$ cat src/common/pdt_pkg.sv
// Package: register map, field layout, reset values and state for the prescaled down-counter timer
package pdt_pkg;

  // Register indices; byte address is four times the index
  localparam logic [7:0] IDX_PRESCALER = 8'hD2;
  localparam logic [7:0] IDX_COUNT = 8'hD3;
  localparam logic [7:0] IDX_CTRL = 8'hD4;
  localparam logic [7:0] IDX_IRQ_STATUS = 8'hD5;
  localparam logic [7:0] IDX_IRQ_MASK = 8'hD6;

  // Reset values
  localparam logic [6:0] PRESC_RST = 7'h7F;
  localparam logic [7:0] COUNT_RST = 8'hFF;
  localparam logic [7:0] CTRL_RST = 8'h00;
  localparam logic [1:0] IRQ_STATUS_RST = 2'h0;
  localparam logic [1:0] IRQ_MASK_RST = 2'h0;

  // Control register fields
  localparam int CTRL_FLAG_BIT = 7;
  localparam int CTRL_IEN_BIT = 6;
  localparam int CTRL_DIR_BIT = 5;
  localparam int CTRL_DATA_BIT = 4;
  localparam int CTRL_RUN_BIT = 3;
  localparam int CTRL_SEL_LSB = 0;
  localparam int CTRL_SEL_W = 3;

  // Event status / mask fields
  localparam int EVT_UNDERFLOW_BIT = 0;
  localparam int EVT_PIN_EDGE_BIT = 1;

  // Internal clock divided by 12 feeds the prescaler
  localparam int INT_DIV = 12;
  localparam logic [3:0] INT_DIV_LAST = 4'(INT_DIV - 1);
  localparam logic [3:0] INT_DIV_RST = 4'h0;

  // APB request from the master
  typedef struct packed {
    logic psel;
    logic penable;
    logic pwrite;
    logic [11:0] paddr;
    logic [31:0] pwdata;
  } pdt_apb_req_t;

  // Whole state of the timer
  typedef struct packed {
    logic pin_meta;
    logic pin_sync;
    logic pin_prev;
    logic [3:0] div_cnt;
    logic [6:0] presc;
    logic [7:0] count;
    logic [7:0] ctrl;
    logic [1:0] irq_status;
    logic [1:0] irq_mask;
    logic pin_out;
    logic timer_irq;
    logic wake;
    logic irq;
    logic pready;
    logic pslverr;
    logic [31:0] prdata;
  } pdt_state_t;

endpackage

$ cat src/pdt_timer.sv
// Prescaled 8-bit down-counter timer with APB register slave, pin unit and interrupt
//
// Contract
// Prescaler register at index D2h resets to 7Fh, bit 7 reads zero.
// Counter register at index D3h, read/write, resets to FFh.
// Control register at D4h resets 00h: flag, enable, direction, data, run, select.
// Underflow flag rises when the counter goes from 00h to FFh.
// Software clears the underflow flag by writing zero; hardware never clears it.
// Timer request is high exactly when flag and interrupt enable are both one.
// Direction zero makes the pin an input; one drives it push-pull.
// Output mode latches data bit onto pin at flag rise; input mode picks gated/event.
// Run bit zero holds prescaler at 7Fh and freezes counter; one lets both count.
// Divider select gives division by two to the power of the field.
// Timer request also serves as wake-up from wait and stop.
// Counter decrements per divided tick, reloads FFh; prescaler reloads 7Fh after zero.
// Source: gated divide-by-12 when pin high, pin rising edges, or divide-by-12.
// Counter write beats a coincident underflow; no flag until next real underflow. The code sets the flag at once when zero is written.
// Pin is synchronised, then edges or levels are detected before use.
// Counter advances once per two-to-the-select prescaler input ticks.
//
// Design decision made here: the APB interface to the registers.
`timescale 1ns/1ns
module pdt_timer #(
  parameter int ADDR_W = 12
) (
  // Clock and reset
  input wire logic core_clk,
  input wire logic rstn,
  // APB slave
  input wire pdt_pkg::pdt_apb_req_t apb_req,
  output logic pready,
  output logic pslverr,
  output logic [31:0] prdata,
  // Timer pin, split into input, output and output enable
  input wire logic timer_pin_i,
  output logic timer_pin_o,
  output logic timer_pin_oe,
  // Requests to the core
  output logic timer_irq,
  output logic wake_req,
  output logic irq
);

  pdt_pkg::pdt_state_t q;
  pdt_pkg::pdt_state_t d;

  // Index of the word addressed; upper address bits must be zero to hit
  function automatic logic [7:0] reg_index(input logic [11:0] addr);
    reg_index = addr[9:2];
  endfunction

  function automatic logic is_mapped(input logic [11:0] addr);
    logic [7:0] idx;
    idx = reg_index(addr);
    is_mapped = (addr[11:10] == 2'h0) && (addr[1:0] == 2'h0) &&
                (idx == pdt_pkg::IDX_PRESCALER || idx == pdt_pkg::IDX_COUNT ||
                 idx == pdt_pkg::IDX_CTRL || idx == pdt_pkg::IDX_IRQ_STATUS ||
                 idx == pdt_pkg::IDX_IRQ_MASK);
  endfunction

  // Low bits of the prescaler that must be zero for the selected tap
  function automatic logic [6:0] tap_mask(input logic [2:0] sel);
    tap_mask = 7'((8'h01 << sel) - 8'h01);
  endfunction

  function automatic logic [31:0] read_reg(input pdt_pkg::pdt_state_t s, input logic [7:0] idx);
    read_reg = 32'h0000_0000;
    unique case (idx)
      pdt_pkg::IDX_PRESCALER: read_reg = {25'h000_0000, s.presc};
      pdt_pkg::IDX_COUNT: read_reg = {24'h00_0000, s.count};
      pdt_pkg::IDX_CTRL: read_reg = {24'h00_0000, s.ctrl};
      pdt_pkg::IDX_IRQ_STATUS: read_reg = {30'h0000_0000, s.irq_status};
      pdt_pkg::IDX_IRQ_MASK: read_reg = {30'h0000_0000, s.irq_mask};
      default: read_reg = 32'h0000_0000;
    endcase
  endfunction

  logic div_tick;
  logic pin_rise;
  logic src_tick;
  logic cnt_tick;
  logic underflow;
  logic flag_set;
  logic wr;
  logic [7:0] wr_idx;
  logic out_mode;
  logic data_bit;
  logic run;
  logic [2:0] sel;

  always_comb begin
    d = q;
    out_mode = q.ctrl[pdt_pkg::CTRL_DIR_BIT];
    data_bit = q.ctrl[pdt_pkg::CTRL_DATA_BIT];
    run = q.ctrl[pdt_pkg::CTRL_RUN_BIT];
    sel = q.ctrl[pdt_pkg::CTRL_SEL_LSB +: pdt_pkg::CTRL_SEL_W];

    // Two-flop synchroniser, then a third flop for edge detection
    d.pin_meta = timer_pin_i;
    d.pin_sync = q.pin_meta;
    d.pin_prev = q.pin_sync;
    pin_rise = q.pin_sync & ~q.pin_prev;

    // Internal divide-by-12 runs free so gated mode keeps its phase
    div_tick = (q.div_cnt == pdt_pkg::INT_DIV_LAST);
    if (div_tick) begin
      d.div_cnt = pdt_pkg::INT_DIV_RST;
    end else begin
      d.div_cnt = q.div_cnt + 4'h1;
    end

    // Prescaler source by mode
    if (out_mode) begin
      src_tick = div_tick;
    end else if (data_bit) begin
      src_tick = div_tick & q.pin_sync;
    end else begin
      src_tick = pin_rise;
    end

    // Prescaler and tap
    cnt_tick = 1'b0;
    if (!run) begin
      d.presc = pdt_pkg::PRESC_RST;
    end else if (src_tick) begin
      cnt_tick = ((q.presc & tap_mask(sel)) == 7'h00);
      if (q.presc == 7'h00) begin
        d.presc = pdt_pkg::PRESC_RST;
      end else begin
        d.presc = q.presc - 7'h01;
      end
    end

    // Counter
    underflow = 1'b0;
    if (cnt_tick) begin
      if (q.count == 8'h00) begin
        d.count = pdt_pkg::COUNT_RST;
        underflow = 1'b1;
      end else begin
        d.count = q.count - 8'h01;
      end
    end

    // Register writes take effect at the access edge
    wr = apb_req.psel & apb_req.penable & apb_req.pwrite & q.pready & ~q.pslverr;
    wr_idx = reg_index(apb_req.paddr);
    flag_set = underflow;

    if (wr && wr_idx == pdt_pkg::IDX_COUNT) begin
      // A write wins over the decrement; writing zero marks the flag directly
      d.count = apb_req.pwdata[7:0];
      flag_set = (apb_req.pwdata[7:0] == 8'h00);
    end

    // Direct prescaler load only while running; held at reset value otherwise
    if (wr && wr_idx == pdt_pkg::IDX_PRESCALER && run) begin
      d.presc = apb_req.pwdata[6:0];
    end

    if (wr && wr_idx == pdt_pkg::IDX_CTRL) begin
      // Hardware set beats a software clear in the same cycle
      d.ctrl = apb_req.pwdata[7:0];
      d.ctrl[pdt_pkg::CTRL_FLAG_BIT] = apb_req.pwdata[pdt_pkg::CTRL_FLAG_BIT] | flag_set;
    end else if (flag_set) begin
      d.ctrl[pdt_pkg::CTRL_FLAG_BIT] = 1'b1;
    end

    // Data bit is latched to the pin on the flag's rising edge
    if (d.ctrl[pdt_pkg::CTRL_FLAG_BIT] && !q.ctrl[pdt_pkg::CTRL_FLAG_BIT]) begin
      d.pin_out = d.ctrl[pdt_pkg::CTRL_DATA_BIT];
    end

    // Sticky event bits, write one to clear, set wins
    if (wr && wr_idx == pdt_pkg::IDX_IRQ_STATUS) begin
      d.irq_status = q.irq_status & ~apb_req.pwdata[1:0];
    end
    if (underflow || flag_set) begin
      d.irq_status[pdt_pkg::EVT_UNDERFLOW_BIT] = 1'b1;
    end
    if (pin_rise && !out_mode) begin
      d.irq_status[pdt_pkg::EVT_PIN_EDGE_BIT] = 1'b1;
    end
    if (wr && wr_idx == pdt_pkg::IDX_IRQ_MASK) begin
      d.irq_mask = apb_req.pwdata[1:0];
    end

    // Requests follow the next state so they line up with the flag
    d.timer_irq = d.ctrl[pdt_pkg::CTRL_FLAG_BIT] & d.ctrl[pdt_pkg::CTRL_IEN_BIT];
    d.wake = d.ctrl[pdt_pkg::CTRL_FLAG_BIT] & d.ctrl[pdt_pkg::CTRL_IEN_BIT];
    d.irq = |(d.irq_status & d.irq_mask);

    // APB: read data is captured in the setup cycle, one wait-free access cycle follows
    d.pready = apb_req.psel & ~apb_req.penable;
    d.pslverr = apb_req.psel & ~apb_req.penable & ~is_mapped(apb_req.paddr);
    if (apb_req.psel && !apb_req.penable && !apb_req.pwrite && is_mapped(apb_req.paddr)) begin
      d.prdata = read_reg(q, wr_idx);
    end else begin
      d.prdata = 32'h0000_0000;
    end
  end

  always_ff @(posedge core_clk or negedge rstn) begin
    if (!rstn) begin
      q.pin_meta <= 1'b0;
      q.pin_sync <= 1'b0;
      q.pin_prev <= 1'b0;
      q.div_cnt <= pdt_pkg::INT_DIV_RST;
      q.presc <= pdt_pkg::PRESC_RST;
      q.count <= pdt_pkg::COUNT_RST;
      q.ctrl <= pdt_pkg::CTRL_RST;
      q.irq_status <= pdt_pkg::IRQ_STATUS_RST;
      q.irq_mask <= pdt_pkg::IRQ_MASK_RST;
      q.pin_out <= 1'b0;
      q.timer_irq <= 1'b0;
      q.wake <= 1'b0;
      q.irq <= 1'b0;
      q.pready <= 1'b0;
      q.pslverr <= 1'b0;
      q.prdata <= 32'h0000_0000;
    end else begin
      q <= d;
    end
  end

  // Pin drives only in output mode; enable is a flop bit of the control register
  assign timer_pin_oe = q.ctrl[pdt_pkg::CTRL_DIR_BIT];
  assign timer_pin_o = q.pin_out;
  assign timer_irq = q.timer_irq;
  assign wake_req = q.wake;
  assign irq = q.irq;
  assign pready = q.pready;
  assign pslverr = q.pslverr;
  assign prdata = q.prdata;

endmodule

$ cat config.mk
export PLATFORM = sky130hd
export DESIGN_NAME = pdt_timer
export DESIGN_NICKNAME = d
export VERILOG_FILES = /design/src/common/pdt_pkg.sv /design/src/pdt_timer.sv
export SDC_FILE = /design/constraint.sdc
export NUM_CORES = 1
export LEC_CHECK = 0
export BUFFER_PORTS_ARGS = -buffer_cell sky130_fd_sc_hd__buf_4
export CAP_MARGIN = 25
export CORE_ASPECT_RATIO = 1.25
export CORE_UTILIZATION = 46
export CTS_CLUSTER_SIZE = 40
export DETAILED_ROUTE_END_ITERATION = 8
export PLACE_DENSITY = 0.72
export REMOVE_ABC_BUFFERS = 1
export SYNTH_ARGS = -nofsm -noshare
export SYNTH_HDL_FRONTEND = slang
export SYNTH_SLANG_ARGS = --single-unit
$ cat constraint.sdc
create_clock -name core_clk -period 2.3 [get_ports core_clk]
set_input_delay 0.345 -clock core_clk [delete_from_list [all_inputs] [get_ports core_clk]]
set_output_delay 0.345 -clock core_clk [all_outputs]
set_load 0.05 [all_outputs]
Word-level counts from Yosys, hierarchy flattened
Index checks and enable logic that the tools add are counted.

Add/subtract/negate cells: 4. $mul: 0. Div/mod/pow operators: 0. Magnitude comparators: 0. Equal/unequal tests: 7. Shift operators: 1. Mux-type cells: 24. Bitwise operators: 18. Reductions and logical operators: 30.

Operator list (number): 8-bit == test (second input constant) (5); 8-bit one-hot mux with 5 select lines (1); 7-bit 2-to-1 mux (5); 32-bit 2-to-1 mux (1); 8-bit 2-to-1 mux (3); 8-bit logical NOT (2); 7-bit logical NOT (2); 7-bit by 1-bit subtractor with 7-bit output (second input constant) (2); 1-bit logical AND (13); 1-bit 2-to-1 mux (11); 1-bit AND (9); 8-bit by 1-bit subtractor with 8-bit output (second input constant) (1); 7-bit AND (1); 1-bit by 3-bit << shifter with 7-bit output (first input constant) (1); 1-bit logical OR (5); 4-bit by 1-bit adder with 4-bit output (second input constant) (1); 2-bit AND (2); 4-bit == test (second input constant) (1); 1-bit logical NOT (4); 2-bit logical NOT (2); 2-bit 2-to-1 mux (2); 4-bit 2-to-1 mux (1); 1-bit inverter (4); 3-bit by 1-bit inequality test with 1-bit output (second input constant) (1); other kinds (4) (4).

Bits in registers: 71. Bits in latches: 0. Bits in writable memories: 0. Bits in read-only memories: 0. Bits of input ports: 50. Output and inout port bits: 39. Logic and storage cells: 100. Memories kept: 0.

Depth between registers and ports, before layout
Gate-level depths: netlist of run 1.

Word-level depth: 12. Gate-level depth with buffers: 11. Gate-level depth less buffers: 9.

Worst setup path after synthesis of run 1
No wires, ideal clock.

Path kind: register -> register. Start: reg q[43] in the netlist's numbering. End: reg q[52] in the netlist's numbering. Library setup time: 0.082 ns. Arrival: 2.330 ns. Data required time: 2.218 ns. Path slack: -0.111 ns. Stages on the path, launching flop included: 11. Path buffers: 2. Clock period less this slack: 2.411 ns. Path through: dfrtp_1 -> clkbuf_1 -> or3_1 -> ha_1 -> nor2_1 -> nand3_1 -> a21boi_0 -> nand3b_1 -> buf_2 -> a21oi_1 -> o31a_1.

Cells in the longest elaborated chain, start to end: 7.

Ends and longest elaborated chain: from (decl) (line pdt_timer.sv:44) `pdt_pkg::pdt_state_t q;`; 1-bit by 3-bit << shifter with 7-bit output (line pdt_timer.sv:63) `tap_mask = 7'((8'h01 << sel) - 8'h01);`; 7-bit by 1-bit subtractor with 7-bit output (line pdt_timer.sv:63); 7-bit AND (line pdt_timer.sv:126) `cnt_tick = ((q.presc & tap_mask(sel)) == 7'h00);`; 7-bit logical NOT (line pdt_timer.sv:126); 1-bit 2-to-1 mux (line pdt_timer.sv:125) `end else if (src_tick) begin`; 1-bit 2-to-1 mux (line pdt_timer.sv:123) `if (!run) begin`; 2-bit nonzero test (no source line).

Every way passes these cells. A chain may end at the register's enable or synchronous reset.

Final worst setup path of run 1
Start: reg q[54] in the netlist's numbering. End: reg q, in the netlist timer_pin_o.

Cells in the longest elaborated chain, start to end: 7. Elaborated cells between the ends (all ways): 8. Classes of those cells: 5 x mux; 1 x bitwise; 2 x reduce/logical.

Ends and longest elaborated chain: 8-bit logical NOT * (line pdt_timer.sv:137) `if (q.count == 8'h00) begin`; 1-bit 2-to-1 mux * (line pdt_timer.sv:137); 1-bit 2-to-1 mux * (line pdt_timer.sv:136) `if (cnt_tick) begin`; 1-bit 2-to-1 mux * (line pdt_timer.sv:150) `if (wr && wr_idx == pdt_pkg::IDX_COUNT) begin`; 1-bit 2-to-1 mux or 1-bit OR (tied branches) (line pdt_timer.sv:165, pdt_timer.sv:164); 1-bit 2-to-1 mux * (line pdt_timer.sv:161) `if (wr && wr_idx == pdt_pkg::IDX_CTRL) begin`; 1-bit logical AND * (line pdt_timer.sv:170) `if (d.ctrl[pdt_pkg::CTRL_FLAG_BIT] && !q.ctrl[pdt_pkg::CTRL_FLAG_BIT]) begin`.

Mark *: on every way between the ends. The rest lies on a longest branch, timed or not.

==> results.py, run 1 <==
metrics = {
    "floorplan": {
        "start_util": 0.4815,
        "rows": 31,
        "die_x_um": 72.04,
        "die_y_um": 89.54,
        "dieArea_um2": 6450,
        "io_pins": 89,
        "core_area_um2": 5857,
    },
    "grt": {
        "gr-total-overflow": 0,
        "grt_max_degree": 48,
        "grt_pass1_wl_um": 10370,
        "track_usage": 0.2183,
        "grt_pass1_vias": 2117,
        "antenna_found_initial": 0,
    },
    "clocking": {
        "numCtsBuffers": 5,
        "cts_tree": "yes",
        "cts.sinks": 47,
        "cts_root_buffer": "clkbuf_8",
        "clkLatencyLatePin_ns": 0.31,
        "clockBufferDepth": 2,
        "htreeDepth": 2,
        "clkTransAtPathRegs_ns": 0.08,
    },
    "worst_setup_path": {
        "r2r_cells": 5,
        "required_ns": 2.50,
        "crit_arrival_ns": 2.45,
        "end_kind": "register",
        "cp-start-kind": "register",
        "critPathKind": "register to register",
        "critPathLaunch": "q[54]",
        "r2r_start": "q[54]",
        "path_max_fanout": 4,
    },
    "logic_synthesis": {
        "syn-instance-count": 292,
        "synth_seq_cells": 47,
        "async_flop_share": 1.000,
        "synth_top_area_cell": "dfrtp_1",
        "avgSynthCellArea_um2": 9.658,
        "synth_edf_count": 0,
        "synth_cell_types": 54,
        "ys_warn_count": 0,
        "syn_area_um2": 2820,
        "ys_seq_area_frac": 0.4237,
        "ys_top_cells_by_area": "dfrtp_1 (28%), dfstp_2 (14%), buf_4 (8.8%)",
        "synth_ff_type": "dfrtp_1",
        "yosys.area.top_type_share": 0.2839,
    },
    "power": {
        "comb_power_share": 0.129,
        "total_switching_power_w": 0.0004314,
        "total_leakage_power_nw": 1.458,
        "swShare": 0.2824,
        "cell_internal_pwr_w": 0.001096,
        "seq_power_share": 0.550,
        "ir_drop_v": 0.0003009,
        "clkPwrFrac": 0.321,
        "power-per-cell-area_nw_per_um2": 457.3,
    },
    "timing": {
        "hold_viol": 0,
        "slew_headroom": 0.6135,
        "finalCritPeriodShare": 0.9792,
        "worst_slew_pin_slew_ns": 0.5798,
        "layout_setup_ws_ns": 0.04782,
        "fmax_mhz": 444.0,
        "finalSetupViolCount": 0,
        "period_minus_slack_ns": 2.252,
        "finalMaxSlewViolations": 0,
        "finalClockSkew_ns": 0.002748,
    },
    "placed_design": {
        "place_congestion": 0.8362,
        "io_buffers": 40,
        "hpwl_um": 4865,
        "dp_slack_ns": 0.02870,
    },
    "final_layout": {
        "n_antenna_cell": 0,
        "regArea_um2": 1195,
        "final_util": 0.5704,
        "multi_input_area_um2": 1414,
        "areaGrowthSynthToFinish_pct": 18.46,
        "fillers": 530,
        "final_net_count": 398,
        "drive_gt1_frac": 0.3169,
    },
    "outcome": {
        "status": "finished clean",
    },
    "worst_hold_path": {
        "hold_path.class": "input pin to async pin",
    },
    "detailed_routing": {
        "ant_nets": 0,
        "routed_wl_um": 6719,
        "vias": 2319,
        "drc": 0,
        "dr.pass1.iters": 4,
        "initialDrtViolationCount": 232,
        "routed_via_density": 5.444,
        "wl_per_cell_um": 15.77,
    },
    "run": {
        "cap_violations": 0,
    },
}
[path summary, 6_finish.rpt]
| check | endpoint | slack (ns) |
|---|---|---|
| min in group core_clk | d[70] | 0.14 |
| max | timer_pin_o | 0.05 |
| max reg2reg | timer_pin_o | 0.05 |
| max in group asynchronous | q[59] | 1.88 |
| min reg2reg | d[69] | 0.37 |
| min | pready | 0.03 |
[cells in the mapped netlist, types with 7 or more instances]
library cell	count
a21oi_1	9
a31oi_1	7
buf_4	33
clkbuf_1	9
dfrtp_1	32
dfstp_2	15
inv_1	8
mux2_2	10
nand2_1	23
nand3_1	12
nor2_1	23
o21ai_0	7
or3_1	7
[stage by stage]
stage          std cells  hold WS [ns]  cell area (µm²)   TNS, ns  total power (W)
2_1_floorplan        269       0.04941             2606   -0.9689        0.0009726
3_3_place_gp         414        0.3344             3182         0         0.001049
3_5_place_dp         414        0.3542             3182         0         0.001051
4_1_cts              422       0.04606             3263         0         0.001536
5_1_grt              426       0.07747             3341  -0.02470         0.001586
6_report             426       0.02536             3341         0         0.001528
[power groups by stage]
stage                     combinational, W  clock, W  sequential, W
after floorplan                   0.000111         0       0.000862
after global placement            0.000194         0       0.000855
after detailed placement          0.000195         0       0.000855
after CTS                         0.000196  0.000500       0.000840
after global routing              0.000210  0.000535       0.000841
final                             0.000197  0.000491       0.000840
[registers in the layout, summed over array words and instances (netlist names)]
signal and count:
pready 1, d 2, timer_pin_o 1, timer_pin_oe 1
wake_req 1, pslverr 1, q 30, irq 1
data_bit 1, prdata 8
[what timing repair did]
action | in CTS | in global routing
setup buffers | 0 | 4
hold buffers | 0 | 0
hold endpoints to repair | 0 | 0
cloned | 0 | 0
pin swaps | 0 | 4
resized for setup | 1 | 11
endpoints found under the setup margin | 2 | 9
[cell usage in the layout, fill, tap and decap left out, types with 5 or more instances in the layout]
cell type,count
nand3_1,12
o211ai_1,6
o22a_1,5
nand2_1,23
nand2b_1,6
nor4_1,5
or3_1,5
dfrtp_1,32
clkbuf_8,5
a222oi_1,5
conb_1,24
a22oi_1,6
a21oi_1,9
buf_4,63
nor2_1,22
dfstp_2,15
mux2_2,10
inv_1,8
a31oi_1,7
nor3_1,5
o21ai_0,7
[critical path, cell delays in order (launching register included)]
cell and delay, ns:
dfstp_2 0.38, or4_4 0.56, or3_4 0.38, or3_1 0.36, o22ai_2 0.15, mux2_4 0.31
[kinds of logic after synthesis]
group,Yosys count,synth area share
flops,47,0.4237
other cells,1,0.001330
xor+xnor,5,0.01553
simple gates,102,0.1925
fa+ha+maj,5,0.02218
mux,14,0.05457
buf+inv,54,0.1171
compound gates,64,0.1730
[metal layers]
| layer | global-route usage | vias up | part of all wire |
|---|---|---|---|
| li1 | - | 1110 | - |
| met4 | 0.1176 | 0 | 0.032 |
| met5 | 0 | - | 0 |
| met3 | 0.04171 | 17 | 0.045 |
| met2 | 0.3714 | 80 | 0.52 |
| met1 | 0.2625 | 1112 | 0.41 |
[area by class of cell]
type	count	share of cell area
multi-input combinational	214	0.4232
sequential	47	0.3577
timing repair buffer	67	0.1551
tap	82	0.03071
clock buffer	7	0.02285
inverter	8	0.008989
clock inverter	1	0.001498
No activity file was read; power rests on OpenSTA's default activity.
==> run 2: changes to the inputs <==
Settings changed: ABC_AREA from default to 1, CORE_UTILIZATION 46 to 47, PLACE_DENSITY 0.72 to 0.73.
==> results.py, run 2 <==
metrics = {
    "power": {
        "clkPwrFrac": 0.378,
        "ir_drop_v": 0.0004151,
        "power-per-cell-area_nw_per_um2": 510.4,
        "total_leakage_power_nw": 1.623,
        "seq_power_share": 0.503,
        "swShare": 0.2621,
        "comb_power_share": 0.118,
        "cell_internal_pwr_w": 0.001230,
        "total_switching_power_w": 0.0004371,
    },
    "clocking": {
        "clockBufferDepth": 2,
        "clkLatencyLatePin_ns": 0.31,
        "cts.sinks": 47,
        "numCtsBuffers": 5,
        "ctsResizeCount": 0,
        "clkTransAtPathRegs_ns": 0.09,
        "holdBufCountCts": 0,
        "cts_tree": "yes",
        "cts_root_buffer": "clkbuf_8",
        "htreeDepth": 2,
        "postCtsSetupBuffers": 0,
    },
    "logic_synthesis": {
        "syn-instance-count": 384,
        "ys_seq_area_frac": 0.4071,
        "async_flop_share": 1.000,
        "yosys.area.top_type_share": 0.2728,
        "ys_top_cells_by_area": "dfrtp_1 (27%), dfstp_2 (13%), nand2_1 (9.6%)",
        "synth_cell_types": 32,
        "synth_top_area_cell": "dfrtp_1",
        "synth_seq_cells": 47,
        "ys_warn_count": 0,
        "synth_common_cells": "nand2_1 (75), inv_1 (51), o21ai_0 (36)",
        "syn_area_um2": 2935,
        "synth_edf_count": 0,
        "avgSynthCellArea_um2": 7.644,
        "yosysMostFrequentCell": "nand2_1",
        "synth_ff_type": "dfrtp_1",
    },
    "floorplan": {
        "start_util": 0.4979,
        "rows": 31,
        "dieArea_um2": 6567,
        "die_y_um": 90.36,
        "die_x_um": 72.69,
        "io_pins": 89,
        "core_area_um2": 5896,
    },
    "worst_setup_path": {
        "path_max_fanout": 14,
        "critPathLaunch": "q[42]",
        "r2r_cells": 12,
        "critPathCapture": "q[52]",
        "end_kind": "register",
        "critPathKind": "register to register",
        "r2r_slack_ns": 0.15,
        "r2r-end": "q[52]",
        "crit_arrival_ns": 2.38,
        "r2r_start": "q[42]",
        "required_ns": 2.53,
        "cp-start-kind": "register",
    },
    "detailed_routing": {
        "drc": 0,
        "routed_wl_um": 6630,
        "wl_per_cell_um": 13.23,
        "dr.pass1.iters": 4,
        "initialDrtViolationCount": 177,
        "ant_nets": 0,
        "vias": 2557,
        "routed_via_density": 5.104,
    },
    "timing": {
        "rsz0062_at_grt": "no",
        "fmax_mhz": 466.0,
        "tns_ns": 0,
        "hold_viol": 0,
        "finalCritPeriodShare": 0.9329,
        "finalMaxSlewViolations": 0,
        "period_minus_slack_ns": 2.146,
        "finalClockSkew_ns": 0.01223,
        "slew_headroom": 0.6052,
        "worst_slew_pin_slew_ns": 0.5922,
        "finalSetupViolCount": 0,
    },
    "final_layout": {
        "fillers": 597,
        "final_cell_mix": "nand2_1 (75), inv_1 (51), buf_4 (43), o21ai_0 (36), dfrtp_1 (32)",
        "final_common_cell": "nand2_1",
        "largest_reg_flops": 30,
        "regArea_um2": 1195,
        "multi_input_area_um2": 1325,
        "n_antenna_cell": 0,
        "drive_gt1_frac": 0.1933,
        "fin_cells": 501,
        "areaGrowthSynthToFinish_pct": 11.30,
        "largest-register": "q",
        "final_net_count": 473,
    },
    "placed_design": {
        "place_inst": 493,
        "place_congestion": 0.8924,
        "hpwl_um": 5037,
        "io_buffers": 40,
    },
    "grt": {
        "track_usage": 0.2134,
        "gr-total-overflow": 0,
        "grt_max_degree": 48,
        "antenna_found_initial": 0,
        "grt_pass1_vias": 2399,
        "grt_pass1_wl_um": 10830,
    },
    "outcome": {
        "status": "finished clean",
    },
    "worst_hold_path": {
        "hold_path.class": "input pin to async pin",
    },
    "run": {
        "cap_violations": 0,
    },
}
-- run 2: changes by cell type after synthesis, moves of 8 or more --
cell,delta
o22ai_1,+8
inv_1,+43
o21ai_0,+29
o21ai_1,+8
mux2_2,-10
nand2_1,+52
nand3_1,+18
clkbuf_1,-8
-- run 2: how the worst min path moves through the flow --
| stage | from | end | slack (ns) |
|---|---|---|---|
| after global placement | d[70] | d[69] | 0.34 |
| after floorplan | rstn | d[69] | 0.05 |
| after detailed placement | d[70] | d[69] | 0.35 |
| final | rstn | q[44] | 0.03 |
| after CTS | rstn | q[68] | 0.05 |
| after global routing | rstn | q[44] | 0.08 |
-- run 2: logic make-up (layout without fill, tap and decap cells) --
group,count (synthesis),in the layout,synth area share
fa+ha+maj,5,5,0.02131
flops,47,47,0.4071
simple gates,162,162,0.2536
buf+inv,93,105,0.1709
compound gates,71,71,0.1309
xor+xnor,5,5,0.01492
other cells,1,24,0.001278
-- run 2: power by group through the flow --
stage / registers [W] / logic (W) / clock network [W]
after floorplan: 0.000861 / 0.000120 / 0
after global placement: 0.000854 / 0.000196 / 0
after detailed placement: 0.000854 / 0.000198 / 0
after CTS: 0.000839 / 0.000198 / 0.000649
after global routing: 0.000840 / 0.000212 / 0.000676
final: 0.000839 / 0.000197 / 0.000631
-- run 2: layout make-up --
class / instances / share of cell area
Clock buffer: 6 / 0.02528
Clock inverter: 2 / 0.01072
Inverter: 54 / 0.06243
Multi-Input combinational cell: 267 / 0.4056
Sequential cell: 47 / 0.3658
Tap cell: 82 / 0.03141
Timing Repair Buffer: 43 / 0.09881
-- run 2: per-stage QoR --
stage	total power (W)	hold WS, ns	utilization	area, µm²	setup WS [ns]
floorplan	0.0009810	0.04941	-	2724	0.4213
global placement	0.001050	0.3369	0.5342	3149	0.2922
detailed placement	0.001052	0.3490	0.5342	3149	0.2053
CTS	0.001687	0.05296	0.5541	3267	0.1735
global route	0.001728	0.08431	0.5541	3267	0.02797
finish	0.001667	0.03279	0.5541	3267	0.1542
-- run 2: per-layer routing --
metal	share of wire	wire, µm	up-vias	track usage
met3	0.073	487	13	0.05134
li1	-	-	1269	-
met4	0.024	160	0	0.09967
met5	0	0	-	0
met2	0.49	3234	94	0.3474
met1	0.41	2747	1181	0.2622
-- run 2: critical path, cell delays in order, from the launching register on --
cell and delay (ns):
dfrtp_1 0.45, nor2_4 0.13, nand2_1 0.08, ha_1 0.27
nand2_1 0.09, nand2_1 0.05, nand3_1 0.06, nand2_1 0.05
nor2_1 0.29, nand2_1 0.16, nand2_2 0.23, nand2_1 0.09
o21ai_1 0.10
